$ cat src/hbms_pkg.sv
/*
 * Shared constants for the H-bridge mode controller and SPI slave:
 * command word layout, register selects, field positions, reset values,
 * operating states and timing figures.
 * Assumes a 100 MHz system clock.
 */
package hbms_pkg;

	// ==========================================================
	// clock and timing
	localparam int CLK_PERIOD_NS  = 10;
	localparam int SPI_MAX_HZ     = 10_000_000;
	localparam int SCLK_HALF_NS   = 1_000_000_000 / SPI_MAX_HZ / 2;
	localparam int PO_MIN_NS      = 1000;
	localparam int PO_MAX_NS      = 2000;
	localparam int PD_DLY_MIN_NS  = 8000;
	localparam int PD_DLY_MAX_NS  = 11000;
	localparam int TURN_ON_MAX_NS = 1_000_000;
	localparam int PO_CYC         = (PO_MIN_NS + CLK_PERIOD_NS - 1) / CLK_PERIOD_NS;
	localparam int PD_DLY_CYC     = (PD_DLY_MIN_NS + CLK_PERIOD_NS - 1)
	                                / CLK_PERIOD_NS;
	localparam int TURN_ON_CYC    = TURN_ON_MAX_NS / CLK_PERIOD_NS;

	// ==========================================================
	// command word
	localparam int WORD_BITS = 16;
	localparam int DATA_BITS = 13;
	localparam int WR_BIT    = 15;
	localparam int SEL_HI    = 14;
	localparam int SEL_LO    = 13;

	typedef enum logic [1:0] {
		SEL_ID     = 2'h0,
		SEL_STATUS = 2'h1,
		SEL_MASK   = 2'h2,
		SEL_CONFIG = 2'h3
	} hbms_sel_e;

	// ==========================================================
	// status and mask fields
	localparam int ST_FRM   = 11;
	localparam int ST_OV    = 8;
	localparam int ST_SHORT = 4;
	localparam int ST_OC    = 2;
	localparam int ST_TW    = 1;
	localparam int MSK_DOV  = 12;
	localparam int SENSE_W  = 11;

	// ==========================================================
	// configuration fields
	localparam int CFG_SOFT_DRIVE_A  = 0;
	localparam int CFG_SOFT_DRIVE_B  = 1;
	localparam int CFG_INPUT = 2;
	localparam int CFG_MODE  = 3;
	localparam int CFG_EN    = 4;
	localparam int CFG_SR    = 5;
	localparam int CFG_ILM   = 8;

	// ==========================================================
	// reset values
	localparam logic [12:0] MASK_RST = 13'h06f1;
	localparam logic [12:0] CFG_RST  = 13'h0d98;
	localparam logic [12:0] ID_BASE  = 13'h0010;

	// ==========================================================
	// operating states
	typedef enum logic [5:0] {
		ST_SLEEP   = 6'h01,
		ST_PWRUP   = 6'h02,
		ST_STANDBY = 6'h04,
		ST_NORMAL  = 6'h08,
		ST_FAULT   = 6'h10,
		ST_PWRDN   = 6'h20
	} hbms_state_e;

endpackage

$ cat src/hbms_top.sv
/*
 * H-bridge mode controller with 16-bit SPI slave, operating modes,
 * wake/power-down sequencing of the fault flag and bridge leg control.
 * Assumes SCLK, CS_N, MOSI, pins and analog sense levels are
 * asynchronous; supply and current comparators live outside.
 */
// Overview of operation
// - frame is 16 clocks, MSB first
// - sample MOSI on fall, drive MISO on rise
// - excess bits shift out on MISO
// - zero or non-multiple-of-16 clocks: framing error
// - MISO carries previously selected register
// - first frame after wake returns status
// - read command ignores data bits
// - fixed-mode slave, SCLK at most 10 MHz
// - sleep disables all but the flag and CUR_LIMIT_HALF
// - standby: logic alive, legs high impedance
// - normal mode; fault moves to fault mode
// - fault mode: legs off, flag latched low
// - wake high with supply starts power-up
// - power-up flag pulse, release on pump ok
// - flag high within 1 ms of wake
// - wake low: legs off, delayed power-down
// - flag released in sleep only with kill low
// - flag held until supplies off
// - thermal warning halves current limit
// - short shuts down, limit chops high side
// - legs from pins or SPI soft bits
// - bit 15 write, bits 14:13 select
// - write to register 0 is framing error
// - write one clears inactive status bits
`timescale 1ns/10ps
module hbms_top #(
	parameter int         TURN_ON_CYC = hbms_pkg::TURN_ON_CYC,
	parameter int         TMR_W       = 17,
	parameter logic [3:0] ID_RSV      = 4'h0  // arbitrary value
) (
	// clock and reset
	input  wire logic        CLK_SYS,
	input  wire logic        SYS_RST,
	// spi
	input  wire logic        SCLK,
	input  wire logic        CS_N,
	input  wire logic        MOSI,
	output logic             MISO,
	output logic             MISO_OE,
	// control pins
	input  wire logic        DRIVE_INPUT_A,
	input  wire logic        DRIVE_INPUT_B,
	input  wire logic        WAKE_CONTROL_PIN,
	input  wire logic        OUTPUT_KILL_PIN,
	output logic             FAULT_FLAG_N,
	// analog sense
	input  wire logic        SUPPLY_ABOVE_MIN,
	input  wire logic        CHARGE_PUMP_OK,
	input  wire logic [10:0] DIAG_SENSE,
	// power stage control
	output logic             SUPPLY_ENABLE,
	output logic             BRIDGE_LEG_A_HIGH,
	output logic             BRIDGE_LEG_A_LOW,
	output logic             BRIDGE_LEG_B_HIGH,
	output logic             BRIDGE_LEG_B_LOW,
	output logic       [2:0] SLEW_SEL,
	output logic       [1:0] CUR_LIMIT_SEL,
	output logic             CUR_LIMIT_HALF,
	output logic             HALF_BRIDGE_MODE
);
	localparam int SYN_W = 9 + hbms_pkg::SENSE_W;

	if (TURN_ON_CYC <= hbms_pkg::PO_CYC || TURN_ON_CYC >= 2 ** TMR_W
	    || hbms_pkg::PD_DLY_CYC >= 2 ** TMR_W)
	begin : g_bad_timer
		$error("hbms_top: TURN_ON_CYC out of range for TMR_W");
	end
	if (hbms_pkg::SCLK_HALF_NS < 3 * hbms_pkg::CLK_PERIOD_NS)
	begin : g_bad_sclk
		$error("hbms_top: clock too slow to sample SCLK");
	end

	// ==========================================================
	// input synchronisation
	logic [SYN_W-1:0] syn;
	logic             sclk_s, cs_s, mosi_s, wake_s, kill_s;
	logic             ina_s, inb_s, vpwr_s, cp_s;
	logic [10:0]      sense_s;
	logic [3:0]       prev;

	hbms_sync #(
		.WIDTH   (SYN_W),
		.RST_VAL ({1'b0, 1'b1, 7'h00, 11'h000})
	) u_sync (
		.clk (CLK_SYS),
		.rst (SYS_RST),
		.d   ({SCLK, CS_N, MOSI, WAKE_CONTROL_PIN, OUTPUT_KILL_PIN,
		       DRIVE_INPUT_A, DRIVE_INPUT_B, SUPPLY_ABOVE_MIN,
		       CHARGE_PUMP_OK, DIAG_SENSE}),
		.q   (syn)
	);
	assign {sclk_s, cs_s, mosi_s, wake_s, kill_s, ina_s, inb_s, vpwr_s,
	        cp_s, sense_s} = syn;

	always_ff @(posedge CLK_SYS) begin
		if (SYS_RST)
			prev <= 4'h4;
		else
			prev <= {sclk_s, cs_s, wake_s, kill_s};
	end

	hbms_pkg::hbms_state_e state, next_state;
	logic spi_on, sclk_rise, sclk_fall, cs_fall, cs_rise;
	logic wake_rise, kill_fall;
	assign spi_on    = state != hbms_pkg::ST_SLEEP;
	assign sclk_rise = sclk_s & ~prev[3];
	assign sclk_fall = ~sclk_s & prev[3];
	assign cs_fall   = spi_on & ~cs_s & prev[2];
	assign cs_rise   = spi_on & cs_s & ~prev[2];
	assign wake_rise = wake_s & ~prev[1];
	assign kill_fall = ~kill_s & prev[0];

	// ==========================================================
	// spi shifter
	logic [15:0] sr, next_sr, tx_word, status_word;
	logic        miso_q, next_miso;
	logic [3:0]  bit_cnt, next_bit_cnt;
	logic        clk_seen, next_clk_seen, first, next_first;
	hbms_pkg::hbms_sel_e sel, next_sel, cmd_sel;
	logic [12:0] mask, next_mask, cfg, next_cfg;
	logic [11:0] status, next_status;
	logic        frame_ok, cmd_wr, wr_id, frm_evt, cmd_ok;

	assign cmd_wr   = sr[hbms_pkg::WR_BIT];
	assign cmd_sel  = hbms_pkg::hbms_sel_e'(sr[hbms_pkg::SEL_HI:hbms_pkg::SEL_LO]);
	assign frame_ok = clk_seen && bit_cnt == 4'h0;
	assign wr_id    = cmd_wr && cmd_sel == hbms_pkg::SEL_ID;
	assign frm_evt  = cs_rise && (!frame_ok || wr_id);
	assign cmd_ok   = cs_rise && frame_ok && !wr_id;
	assign status_word = {3'h1, 1'b0, status};

	always_comb begin
		unique case (first ? hbms_pkg::SEL_STATUS : sel)
			hbms_pkg::SEL_ID:     tx_word = {3'h0, hbms_pkg::ID_BASE | {9'h000, ID_RSV}};
			hbms_pkg::SEL_STATUS: tx_word = status_word;
			hbms_pkg::SEL_MASK:   tx_word = {3'h2, mask};
			hbms_pkg::SEL_CONFIG: tx_word = {3'h3, cfg};
		endcase
	end

	always_comb begin
		next_sr       = sr;
		next_miso     = miso_q;
		next_bit_cnt  = bit_cnt;
		next_clk_seen = clk_seen;
		next_first    = first;
		next_sel      = sel;
		if (state == hbms_pkg::ST_SLEEP && next_state == hbms_pkg::ST_PWRUP)
			next_first = 1'b1;
		if (cs_fall) begin
			next_sr       = tx_word;
			next_miso     = tx_word[15];
			next_bit_cnt  = 4'h0;
			next_clk_seen = 1'b0;
			next_first    = 1'b0;
		end else if (spi_on && !cs_s) begin
			if (sclk_fall) begin
				next_sr       = {sr[14:0], mosi_s};
				next_bit_cnt  = 4'(bit_cnt + 4'h1);
				next_clk_seen = 1'b1;
			end
			if (sclk_rise)
				next_miso = sr[15];
		end
		if (cmd_ok)
			next_sel = cmd_sel;
	end

	always_ff @(posedge CLK_SYS) begin
		if (SYS_RST) begin
			sr       <= 16'h0000;
			miso_q   <= 1'b0;
			bit_cnt  <= 4'h0;
			clk_seen <= 1'b0;
			first    <= 1'b1;
			sel      <= hbms_pkg::SEL_STATUS;
		end else begin
			sr       <= next_sr;
			miso_q   <= next_miso;
			bit_cnt  <= next_bit_cnt;
			clk_seen <= next_clk_seen;
			first    <= next_first;
			sel      <= next_sel;
		end
	end

	assign MISO    = miso_q;
	assign MISO_OE = spi_on & ~cs_s;

	// ==========================================================
	// registers
	logic [11:0] clr, eff_mask;
	logic        fault_any;

	always_comb begin
		clr = 12'h000;
		if (cmd_ok && cmd_wr && cmd_sel == hbms_pkg::SEL_STATUS)
			clr = sr[11:0];
		if (wake_rise || kill_fall)
			clr = 12'hfff;
		// set wins: a still-present fault survives its clear
		next_status = (status & ~clr) | {frm_evt, sense_s};
		next_mask   = mask;
		next_cfg    = cfg;
		if (cmd_ok && cmd_wr && cmd_sel == hbms_pkg::SEL_MASK)
			next_mask = sr[12:0];
		if (cmd_ok && cmd_wr && cmd_sel == hbms_pkg::SEL_CONFIG)
			next_cfg = sr[12:0];
		if (state == hbms_pkg::ST_SLEEP) begin
			next_status = 12'h000;
			next_mask   = hbms_pkg::MASK_RST;
			next_cfg    = hbms_pkg::CFG_RST;
		end
	end

	always_ff @(posedge CLK_SYS) begin
		if (SYS_RST) begin
			status <= 12'h000;
			mask   <= hbms_pkg::MASK_RST;
			cfg    <= hbms_pkg::CFG_RST;
		end else begin
			status <= next_status;
			mask   <= next_mask;
			cfg    <= next_cfg;
		end
	end

	always_comb begin
		eff_mask = mask[11:0];
		if (mask[hbms_pkg::MSK_DOV])
			eff_mask[hbms_pkg::ST_OV] = 1'b0;
	end
	assign fault_any = |(status & eff_mask);

	// ==========================================================
	// operating mode
	logic [TMR_W-1:0] elapsed;
	logic             out_en, flag_n, next_flag_n;

	hbms_tmr #(
		.WIDTH (TMR_W)
	) u_tmr (
		.clk     (CLK_SYS),
		.rst     (SYS_RST),
		.restart (next_state != state),
		.count   (elapsed)
	);

	assign out_en = cfg[hbms_pkg::CFG_EN] & ~kill_s;

	always_comb begin
		next_state = state;
		unique case (state)
			hbms_pkg::ST_SLEEP:
				if (wake_s && vpwr_s)
					next_state = hbms_pkg::ST_PWRUP;
			hbms_pkg::ST_PWRUP:
				if (!wake_s)
					next_state = hbms_pkg::ST_PWRDN;
				else if (elapsed >= TMR_W'(hbms_pkg::PO_CYC - 1) && cp_s && !fault_any)
					next_state = hbms_pkg::ST_STANDBY;
				else if (elapsed >= TMR_W'(TURN_ON_CYC - 1))
					next_state = hbms_pkg::ST_FAULT;
			hbms_pkg::ST_STANDBY:
				if (!wake_s)
					next_state = hbms_pkg::ST_PWRDN;
				else if (fault_any)
					next_state = hbms_pkg::ST_FAULT;
				else if (out_en)
					next_state = hbms_pkg::ST_NORMAL;
			hbms_pkg::ST_NORMAL:
				if (!wake_s)
					next_state = hbms_pkg::ST_PWRDN;
				else if (fault_any)
					next_state = hbms_pkg::ST_FAULT;
				else if (!out_en)
					next_state = hbms_pkg::ST_STANDBY;
			hbms_pkg::ST_FAULT:
				if (!wake_s)
					next_state = hbms_pkg::ST_PWRDN;
				else if (!fault_any)
					next_state = hbms_pkg::ST_STANDBY;
			hbms_pkg::ST_PWRDN:
				if (elapsed >= TMR_W'(hbms_pkg::PD_DLY_CYC - 1))
					next_state = hbms_pkg::ST_SLEEP;
			default:
				next_state = hbms_pkg::ST_SLEEP;
		endcase
	end

	always_comb begin
		unique case (next_state)
			hbms_pkg::ST_STANDBY, hbms_pkg::ST_NORMAL:
				next_flag_n = 1'b1;
			hbms_pkg::ST_SLEEP:
				next_flag_n = ~kill_s;
			default:
				next_flag_n = 1'b0;
		endcase
	end

	always_ff @(posedge CLK_SYS) begin
		if (SYS_RST) begin
			state  <= hbms_pkg::ST_SLEEP;
			flag_n <= 1'b0;
		end else begin
			state  <= next_state;
			flag_n <= next_flag_n;
		end
	end

	assign FAULT_FLAG_N = flag_n;

	// ==========================================================
	// bridge control
	logic       drv_on, cmd_a, cmd_b, short_s, chop;
	logic [5:0] pst, next_pst;

	assign short_s = |sense_s[hbms_pkg::ST_SHORT +: 4];
	assign chop    = sense_s[hbms_pkg::ST_OC];
	assign drv_on  = next_state == hbms_pkg::ST_NORMAL && !short_s;
	assign cmd_a   = cfg[hbms_pkg::CFG_INPUT] ? cfg[hbms_pkg::CFG_SOFT_DRIVE_A] : ina_s;
	assign cmd_b   = cfg[hbms_pkg::CFG_INPUT] ? cfg[hbms_pkg::CFG_SOFT_DRIVE_B] : inb_s;

	always_comb begin
		next_pst[0] = drv_on & cmd_a & ~chop;
		next_pst[1] = drv_on & ~cmd_a;
		next_pst[2] = drv_on & cmd_b & ~chop;
		next_pst[3] = drv_on & ~cmd_b;
		next_pst[4] = sense_s[hbms_pkg::ST_TW];
		next_pst[5] = next_state != hbms_pkg::ST_SLEEP;
	end

	always_ff @(posedge CLK_SYS) begin
		if (SYS_RST)
			pst <= 6'h00;
		else
			pst <= next_pst;
	end

	assign {SUPPLY_ENABLE, CUR_LIMIT_HALF, BRIDGE_LEG_B_LOW,
	        BRIDGE_LEG_B_HIGH, BRIDGE_LEG_A_LOW, BRIDGE_LEG_A_HIGH} = pst;
	assign SLEW_SEL         = cfg[hbms_pkg::CFG_SR +: 3];
	assign CUR_LIMIT_SEL    = cfg[hbms_pkg::CFG_ILM +: 2];
	assign HALF_BRIDGE_MODE = ~cfg[hbms_pkg::CFG_MODE];
endmodule

$ cat src/hbms_sync.sv
/*
 * Two-flop synchroniser for a vector of asynchronous levels.
 * Assumes each bit is an independent level; no bus coherency.
 */
`timescale 1ns/10ps
module hbms_sync #(
	parameter int               WIDTH   = 1,
	parameter logic [WIDTH-1:0] RST_VAL = '0
) (
	// clock and reset
	input  wire logic             clk,
	input  wire logic             rst,
	// levels
	input  wire logic [WIDTH-1:0] d,
	output logic      [WIDTH-1:0] q
);
	logic [WIDTH-1:0] meta;

	if (WIDTH < 1) begin : g_bad_width
		$error("hbms_sync: WIDTH must be at least 1");
	end

	// ==========================================================
	// stages
	always_ff @(posedge clk) begin
		if (rst) begin
			meta <= RST_VAL;
			q    <= RST_VAL;
		end else begin
			meta <= d;
			q    <= meta;
		end
	end
endmodule

$ cat src/hbms_tmr.sv
/*
 * Saturating elapsed-cycle counter, cleared by a restart pulse.
 * Assumes restart comes from logic on the same clock.
 */
`timescale 1ns/10ps
module hbms_tmr #(
	parameter int WIDTH = 17
) (
	// clock and reset
	input  wire logic             clk,
	input  wire logic             rst,
	// control
	input  wire logic             restart,
	output logic      [WIDTH-1:0] count
);
	logic [WIDTH-1:0] next_count;

	if (WIDTH < 2) begin : g_bad_width
		$error("hbms_tmr: WIDTH must be at least 2");
	end

	// ==========================================================
	// counter
	always_comb begin
		if (restart)
			next_count = '0;
		else if (&count)
			next_count = count;
		else
			next_count = count + 1'b1;
	end

	always_ff @(posedge clk) begin
		if (rst)
			count <= '0;
		else
			count <= next_count;
	end
endmodule

$ cat config.mk
export PLATFORM = sky130hd
export DESIGN_NAME = hbms_top
export DESIGN_NICKNAME = d
export VERILOG_FILES = /design/src/hbms_pkg.sv /design/src/hbms_top.sv /design/src/hbms_sync.sv /design/src/hbms_tmr.sv
export SDC_FILE = /design/constraint.sdc
export NUM_CORES = 1
export LEC_CHECK = 0
export ABC_AREA = 1
export BUFFER_PORTS_ARGS = -buffer_cell sky130_fd_sc_hd__buf_2
export CAP_MARGIN = 20
export CORE_ASPECT_RATIO = 2
export CORE_UTILIZATION = 55
export CTS_BUF_LIST = sky130_fd_sc_hd__clkbuf_8 sky130_fd_sc_hd__clkbuf_16
export CTS_CLUSTER_DIAMETER = 120
export CTS_CLUSTER_SIZE = 28
export DETAILED_ROUTE_END_ITERATION = 16
export PLACE_DENSITY = 0.73
export SYNTH_ARGS = -nofsm -noshare
export SYNTH_HDL_FRONTEND = slang
export SYNTH_SLANG_ARGS = --single-unit
export TNS_END_PERCENT = 10
$ cat constraint.sdc
create_clock -name CLK_SYS -period 6.01 [get_ports CLK_SYS]
set_input_delay 1.202 -clock CLK_SYS [delete_from_list [all_inputs] [get_ports CLK_SYS]]
set_output_delay 1.202 -clock CLK_SYS [all_outputs]
set_load 0.02 [all_outputs]
# Word level (Yosys, flattened, before mapping)
# Cells that the tools add are included.
dict set report word_totals {
  ff_bits 137
  latchBits 0
  ramBits 0
  romBits 0
  inputBits 22
  wordCells 138
  mem_count 0
}
dict set report classes {
  n_addsub 2
  multipliers 0
  n_div 0
  order_cmp 3
  n_eq_ne 19
  shift 0
  mux 30
  n_bitwise 29
  n_reduce_logical 39
}
# operator count
set ops {}
lappend ops {{6-bit two-way mux} 13}
lappend ops {{16-bit one-hot mux with 4 select lines} 1}
lappend ops {{16-bit two-way mux} 3}
lappend ops {{6-bit one-hot mux with 6 select lines} 1}
lappend ops {{12-bit bitwise AND} 2}
lappend ops {{12-bit two-way mux} 2}
lappend ops {{17-bit by 1-bit adder with 17-bit output, second input constant} 1}
lappend ops {{17-bit by 10-bit greater-or-equal comparator with 1-bit output, second input constant} 1}
lappend ops {{17-bit greater-or-equal comparator, second input constant} 1}
lappend ops {{17-bit by 7-bit greater-or-equal comparator with 1-bit output, second input constant} 1}
lappend ops {{17-bit AND reduction} 1}
lappend ops {{1-bit bitwise AND} 15}
lappend ops {{1-bit logical AND} 15}
lappend ops {{6-bit by 1-bit == test with 1-bit output, second input constant} 2}
lappend ops {{6-bit by 2-bit == test with 1-bit output, second input constant} 2}
lappend ops {{6-bit by 3-bit == test with 1-bit output, second input constant} 2}
lappend ops {{6-bit by 4-bit == test with 1-bit output, second input constant} 2}
lappend ops {{6-bit by 1-bit != test with 1-bit output, second input constant} 2}
lappend ops {{12-bit inverter} 1}
lappend ops {{12-bit bitwise OR} 1}
lappend ops {{12-bit OR reduction} 1}
lappend ops {{1-bit inverter} 10}
lappend ops {{2-bit == test, second input constant} 4}
lappend ops {{1-bit two-way mux} 8}
lappend ops {{other kinds (15)} 30}

# Logic depth before layout (Yosys ltp)
dict set report depth {
  ltp_word 12
  depth_mapped 16
  depth_no_buf 15
}

# Cells and area by module
# Synthesis repeated with hierarchy kept, for this count alone.
dict set report hier_totals {
  cells_unflattened 850
  area_unflattened_um2 6185.9
}
# module n_inst cells_per_inst area_each_um2 seq_area_each_um2
set modules_own_cells {}
lappend modules_own_cells {hbms_top 1 585 4102.7 1601.5}
lappend modules_own_cells {hbms_sync 1 125 1137.3 800.8}
lappend modules_own_cells {hbms_tmr 1 140 945.9 340.3}

# Worst setup path after synthesis
# No wires, ideal clock.
dict set report synth_timing {
  path_kind {input -> register}
  start {input port SYS_RST}
  end {register mask[11]}
  setup_ps 71
  arrival_ps 2172
  required_ps 5939
  path_slack_ps 3768
  stages 7
  path_buffers 2
  cell_sequence {clkbuf_1 > inv_1 > nand2_1 > inv_1 > clkbuf_1 > o21ai_0 > a21oi_1}
}
dict set report synth_between {
  elab_chain_len 1
}
# element line_no
set synth_lines {}
lappend synth_lines {{from (decl)} hbms_top.sv:40} ;# input wire logic SYS_RST,
lappend synth_lines {{2-bit OR reduction (no line)} n/a}
lappend synth_lines {{to (signal assigned)} hbms_top.sv:226} ;# mask <= hbms_pkg::MASK_RST;
lappend synth_lines {{to (signal assigned)} hbms_top.sv:230} ;# mask <= next_mask;
lappend synth_lines {{to (decl)} hbms_top.sv:127} ;# logic [12:0] mask, next_mask, cfg, next_cfg;
# No other way between the ends.
# A chain may end at the register's enable or synchronous reset.

# Worst setup path after layout
dict set report layout_timing {
  start {input port SYS_RST}
  end {register cfg[6]}
}
dict set report layout_between {
  elab_chain_len 1
}
# element line_no
set layout_lines {}
lappend layout_lines {{2-bit OR reduction (no line)} n/a}
lappend layout_lines {{to (signal assigned)} hbms_top.sv:227} ;# cfg <= hbms_pkg::CFG_RST;
lappend layout_lines {{to (signal assigned)} hbms_top.sv:231} ;# cfg <= next_cfg;
lappend layout_lines {{to (decl)} hbms_top.sv:127}
# No other way between the ends.

==> impl_metrics.tcl <==
set metrics [dict create \
    status "completed" \
    endpoint_kind "register" \
    antenna_left 0 \
    p_sw_mw 0.438 \
    nFillCells 967 \
    post_cts_buffers 0 \
    core-area_um2 10600 \
    antenna_cells 0 \
    ios 37 \
    p_seq_frac 0.455 \
    power_switching_share 0.213 \
    share_comb_of_total_power 0.030 \
    io_buffers 36 \
    cp_max_fo 55 \
    max_stage_delay_ns 0.66 \
    num_vias 5396 \
    final.setup.tns_ns 0 \
    fin_skew_ns 0.00693 \
    synthCells 826 \
    fp-row-count 53 \
    p_leak_nw 2.97 \
    globalplace.congestion 0.935 \
    synth_cell_types 41 \
    tightest_slew_ns 1.07 \
    cts.path.max_buffers 2 \
    power.share.clock 0.515 \
    cts_resized 0 \
    area_delta_synth_final_pct 13.3 \
    setup_viol 0 \
    async_flop_share 0 \
    place_worst_setup_slack_ns 2.20 \
    clk-insertion-delay-late_ns 0.42 \
    synth_edf_count 0 \
    min_path_cells 2 \
    cts.htree.levels 4 \
    drt_iter0_markers 402 \
    grt_pass1_wl_mm 24.6 \
    worstSetupPathType "in -> reg" \
    cts_inserted_buffers 17 \
    power.internal_mw 1.62 \
    ys_warn_count 0 \
    worstPathCellList "buf_2 -> buf_4 -> inv_1 -> nand2_1 -> inv_1 -> o21ai_0 -> a21oi_1" \
    grt_max_degree 56 \
    die_h_um 150 \
    firstDrtPassIters 6 \
    synth_ff_type "dfxtp_1" \
    drv_slew 0 \
    slew-limit-headroom 0.287 \
    start_util 0.568 \
    yosysSeqAreaShare 0.455 \
    syn_area_um2 6020 \
    drive_above_1_share 0.121 \
    finish.utilization 0.643 \
    post-route-min-period_ns 3.44 \
    rsz0062_at_grt "false" \
    final_nets 875 \
    hold_violations 0 \
    antenna_found_initial 0 \
    cp.arrival_ns 3.77 \
    crit_top_cell "inv_1" \
    max_freq_ghz 0.291 \
    register_area_um2 2740 \
    maxCapViolations 0 \
    ys_seq_elements 137 \
    multi_input_area_um2 2570 \
    hpwl_mm 11.1 \
    final_cell_mix "dfxtp_1, inv_1, nor2_1" \
    startpoint_type "input pin" \
    powerDensity_nw_per_um2 301 \
    ctsHoldBuffers 0 \
    r2r_cells 9 \
    cts.sinks 137 \
    syn_area_per_cell_um2 7.29 \
    vias_per_cell 5.41 \
    cp_slowest_cell "nand2_1" \
    cts_tree "built" \
    synth_nets 852 \
    min_path_type "reg -> reg" \
    post-route-period-util 0.572 \
    grt_pass1_vias 5220 \
    chipWidth_um 76.0 \
    clkSlewWorstSetupHoldPaths_ns 0.06 \
    grt_use_total 0.278 \
    layout_setup_ws_ns 2.57 \
    cp.required_ns 6.34 \
    irDropWorstVdd_mv 0.278 \
    die_area_um2 11400 \
    cts_root_buf "clkbuf_16" \
    routedWlPerCell_um 15.0 \
    grt_overflow 0 \
    wirelength_mm 15.0 \
    drc 0 \
]
## area by class of cell
| type | instances | share of cell area |
|---|---|---|
| multi-input cells | 513 | 0.377 |
| repair buffers | 38 | 0.0286 |
| clock inverters | 12 | 0.0222 |
| clock buffers | 19 | 0.0664 |
| well taps | 137 | 0.0251 |
| flip-flops and latches | 137 | 0.402 |
| inverters | 142 | 0.0781 |
## path summary, 6_finish.rpt
| check | startpoint | endpoint | slack, ns |
|---|---|---|---|
| worst max-delay path | SYS_RST | cfg[6] | 2.57 |
| worst min-delay path | u_sync.meta[12] | u_sync.q[12] | 0.40 |
| worst max register to register | state[3] | cfg[6] | 3.53 |
| worst min register to register | u_sync.meta[12] | u_sync.q[12] | 0.40 |
## logic make-up after synthesis
kind of cell | Yosys count | share of synthesized area
multiplexers | 1 | 0.00166
AND/OR/NAND/NOR | 324 | 0.240
buffers and inverters | 176 | 0.117
flip-flops | 137 | 0.455
AO/OA/AOI/OAI | 168 | 0.155
XOR/XNOR | 16 | 0.0233
adder cells (fa/ha/maj) | 4 | 0.00831
## cell usage after synthesis, types with 2 or more instances
master | instances | area (µm²)
nor3_1 | 10 | 50.1
nand4_2 | 2 | 25.0
nand2_1 | 108 | 405
a211oi_1 | 3 | 22.5
nand2_2 | 3 | 18.8
nand3b_1 | 2 | 15.0
buf_6 | 2 | 22.5
buf_2 | 7 | 35.0
dfxtp_1 | 137 | 2740
a22oi_1 | 5 | 37.5
nor3_2 | 3 | 30.0
inv_1 | 136 | 510
nand3_1 | 42 | 210
clkinv_1 | 2 | 7.51
a31oi_1 | 8 | 50.1
a21oi_1 | 75 | 375
nand3_2 | 2 | 20.0
nand4_1 | 10 | 62.6
ha_1 | 4 | 50.1
nor2_2 | 15 | 93.8
or2_2 | 3 | 18.8
xnor2_1 | 3 | 26.3
o21ai_0 | 52 | 260
clkbuf_1 | 18 | 67.6
nor2_1 | 120 | 450
o211ai_1 | 19 | 143
inv_2 | 4 | 15.0
xor2_1 | 13 | 114
buf_4 | 5 | 37.5
o21ai_1 | 2 | 10.0
## worst max-delay path, delay by kind of cell
kind                   cells  cell delay, ns
buffers and inverters      4            1.53
AOI/OAI and AO/OA          2            0.36
and+or+nand+nor            1            0.66
## state kept, by name, summed over array words and instances, names as in the netlist, 2 cells and up
register	cells
sr	16
mask	13
u_tmr.count	17
u_sync.meta	20
cfg	13
prev	4
u_sync.q	20
sel	2
bit_cnt	4
pst	6
state	6
status	12
## power groups by stage
stage	Sequential, mW	Clock, mW	Combinational, mW
floorplan	0.952	0	0.0428
global placement	0.954	0	0.0590
detailed placement	0.955	0	0.0606
CTS	0.935	1.07	0.0611
global route	0.937	1.11	0.0690
finish	0.936	1.06	0.0606
## stage by stage
| stage | cells | total power [mW] | hold WS (ns) | instance area (µm²) |
|---|---|---|---|---|
| detailed placement | 967 | 1.02 | 0.395 | 6220 |
| floorplan | 826 | 0.995 | 0.388 | 6020 |
| finish | 998 | 2.05 | 0.396 | 6820 |
| global placement | 967 | 1.01 | 0.391 | 6220 |
| CTS | 998 | 2.07 | 0.398 | 6820 |
| global route | 998 | 2.11 | 0.408 | 6820 |
## metal layers
| metal | vias up | share of wire | track usage |
|---|---|---|---|
| li1 | 2678 | - | - |
| met2 | 206 | 0.55 | 0.533 |
| met1 | 2464 | 0.36 | 0.275 |
| met4 | 0 | 0.040 | 0.164 |
| met5 | - | 0 | 0 |
| met3 | 48 | 0.047 | 0.0494 |
No activity file was read; power rests on OpenSTA's default activity.
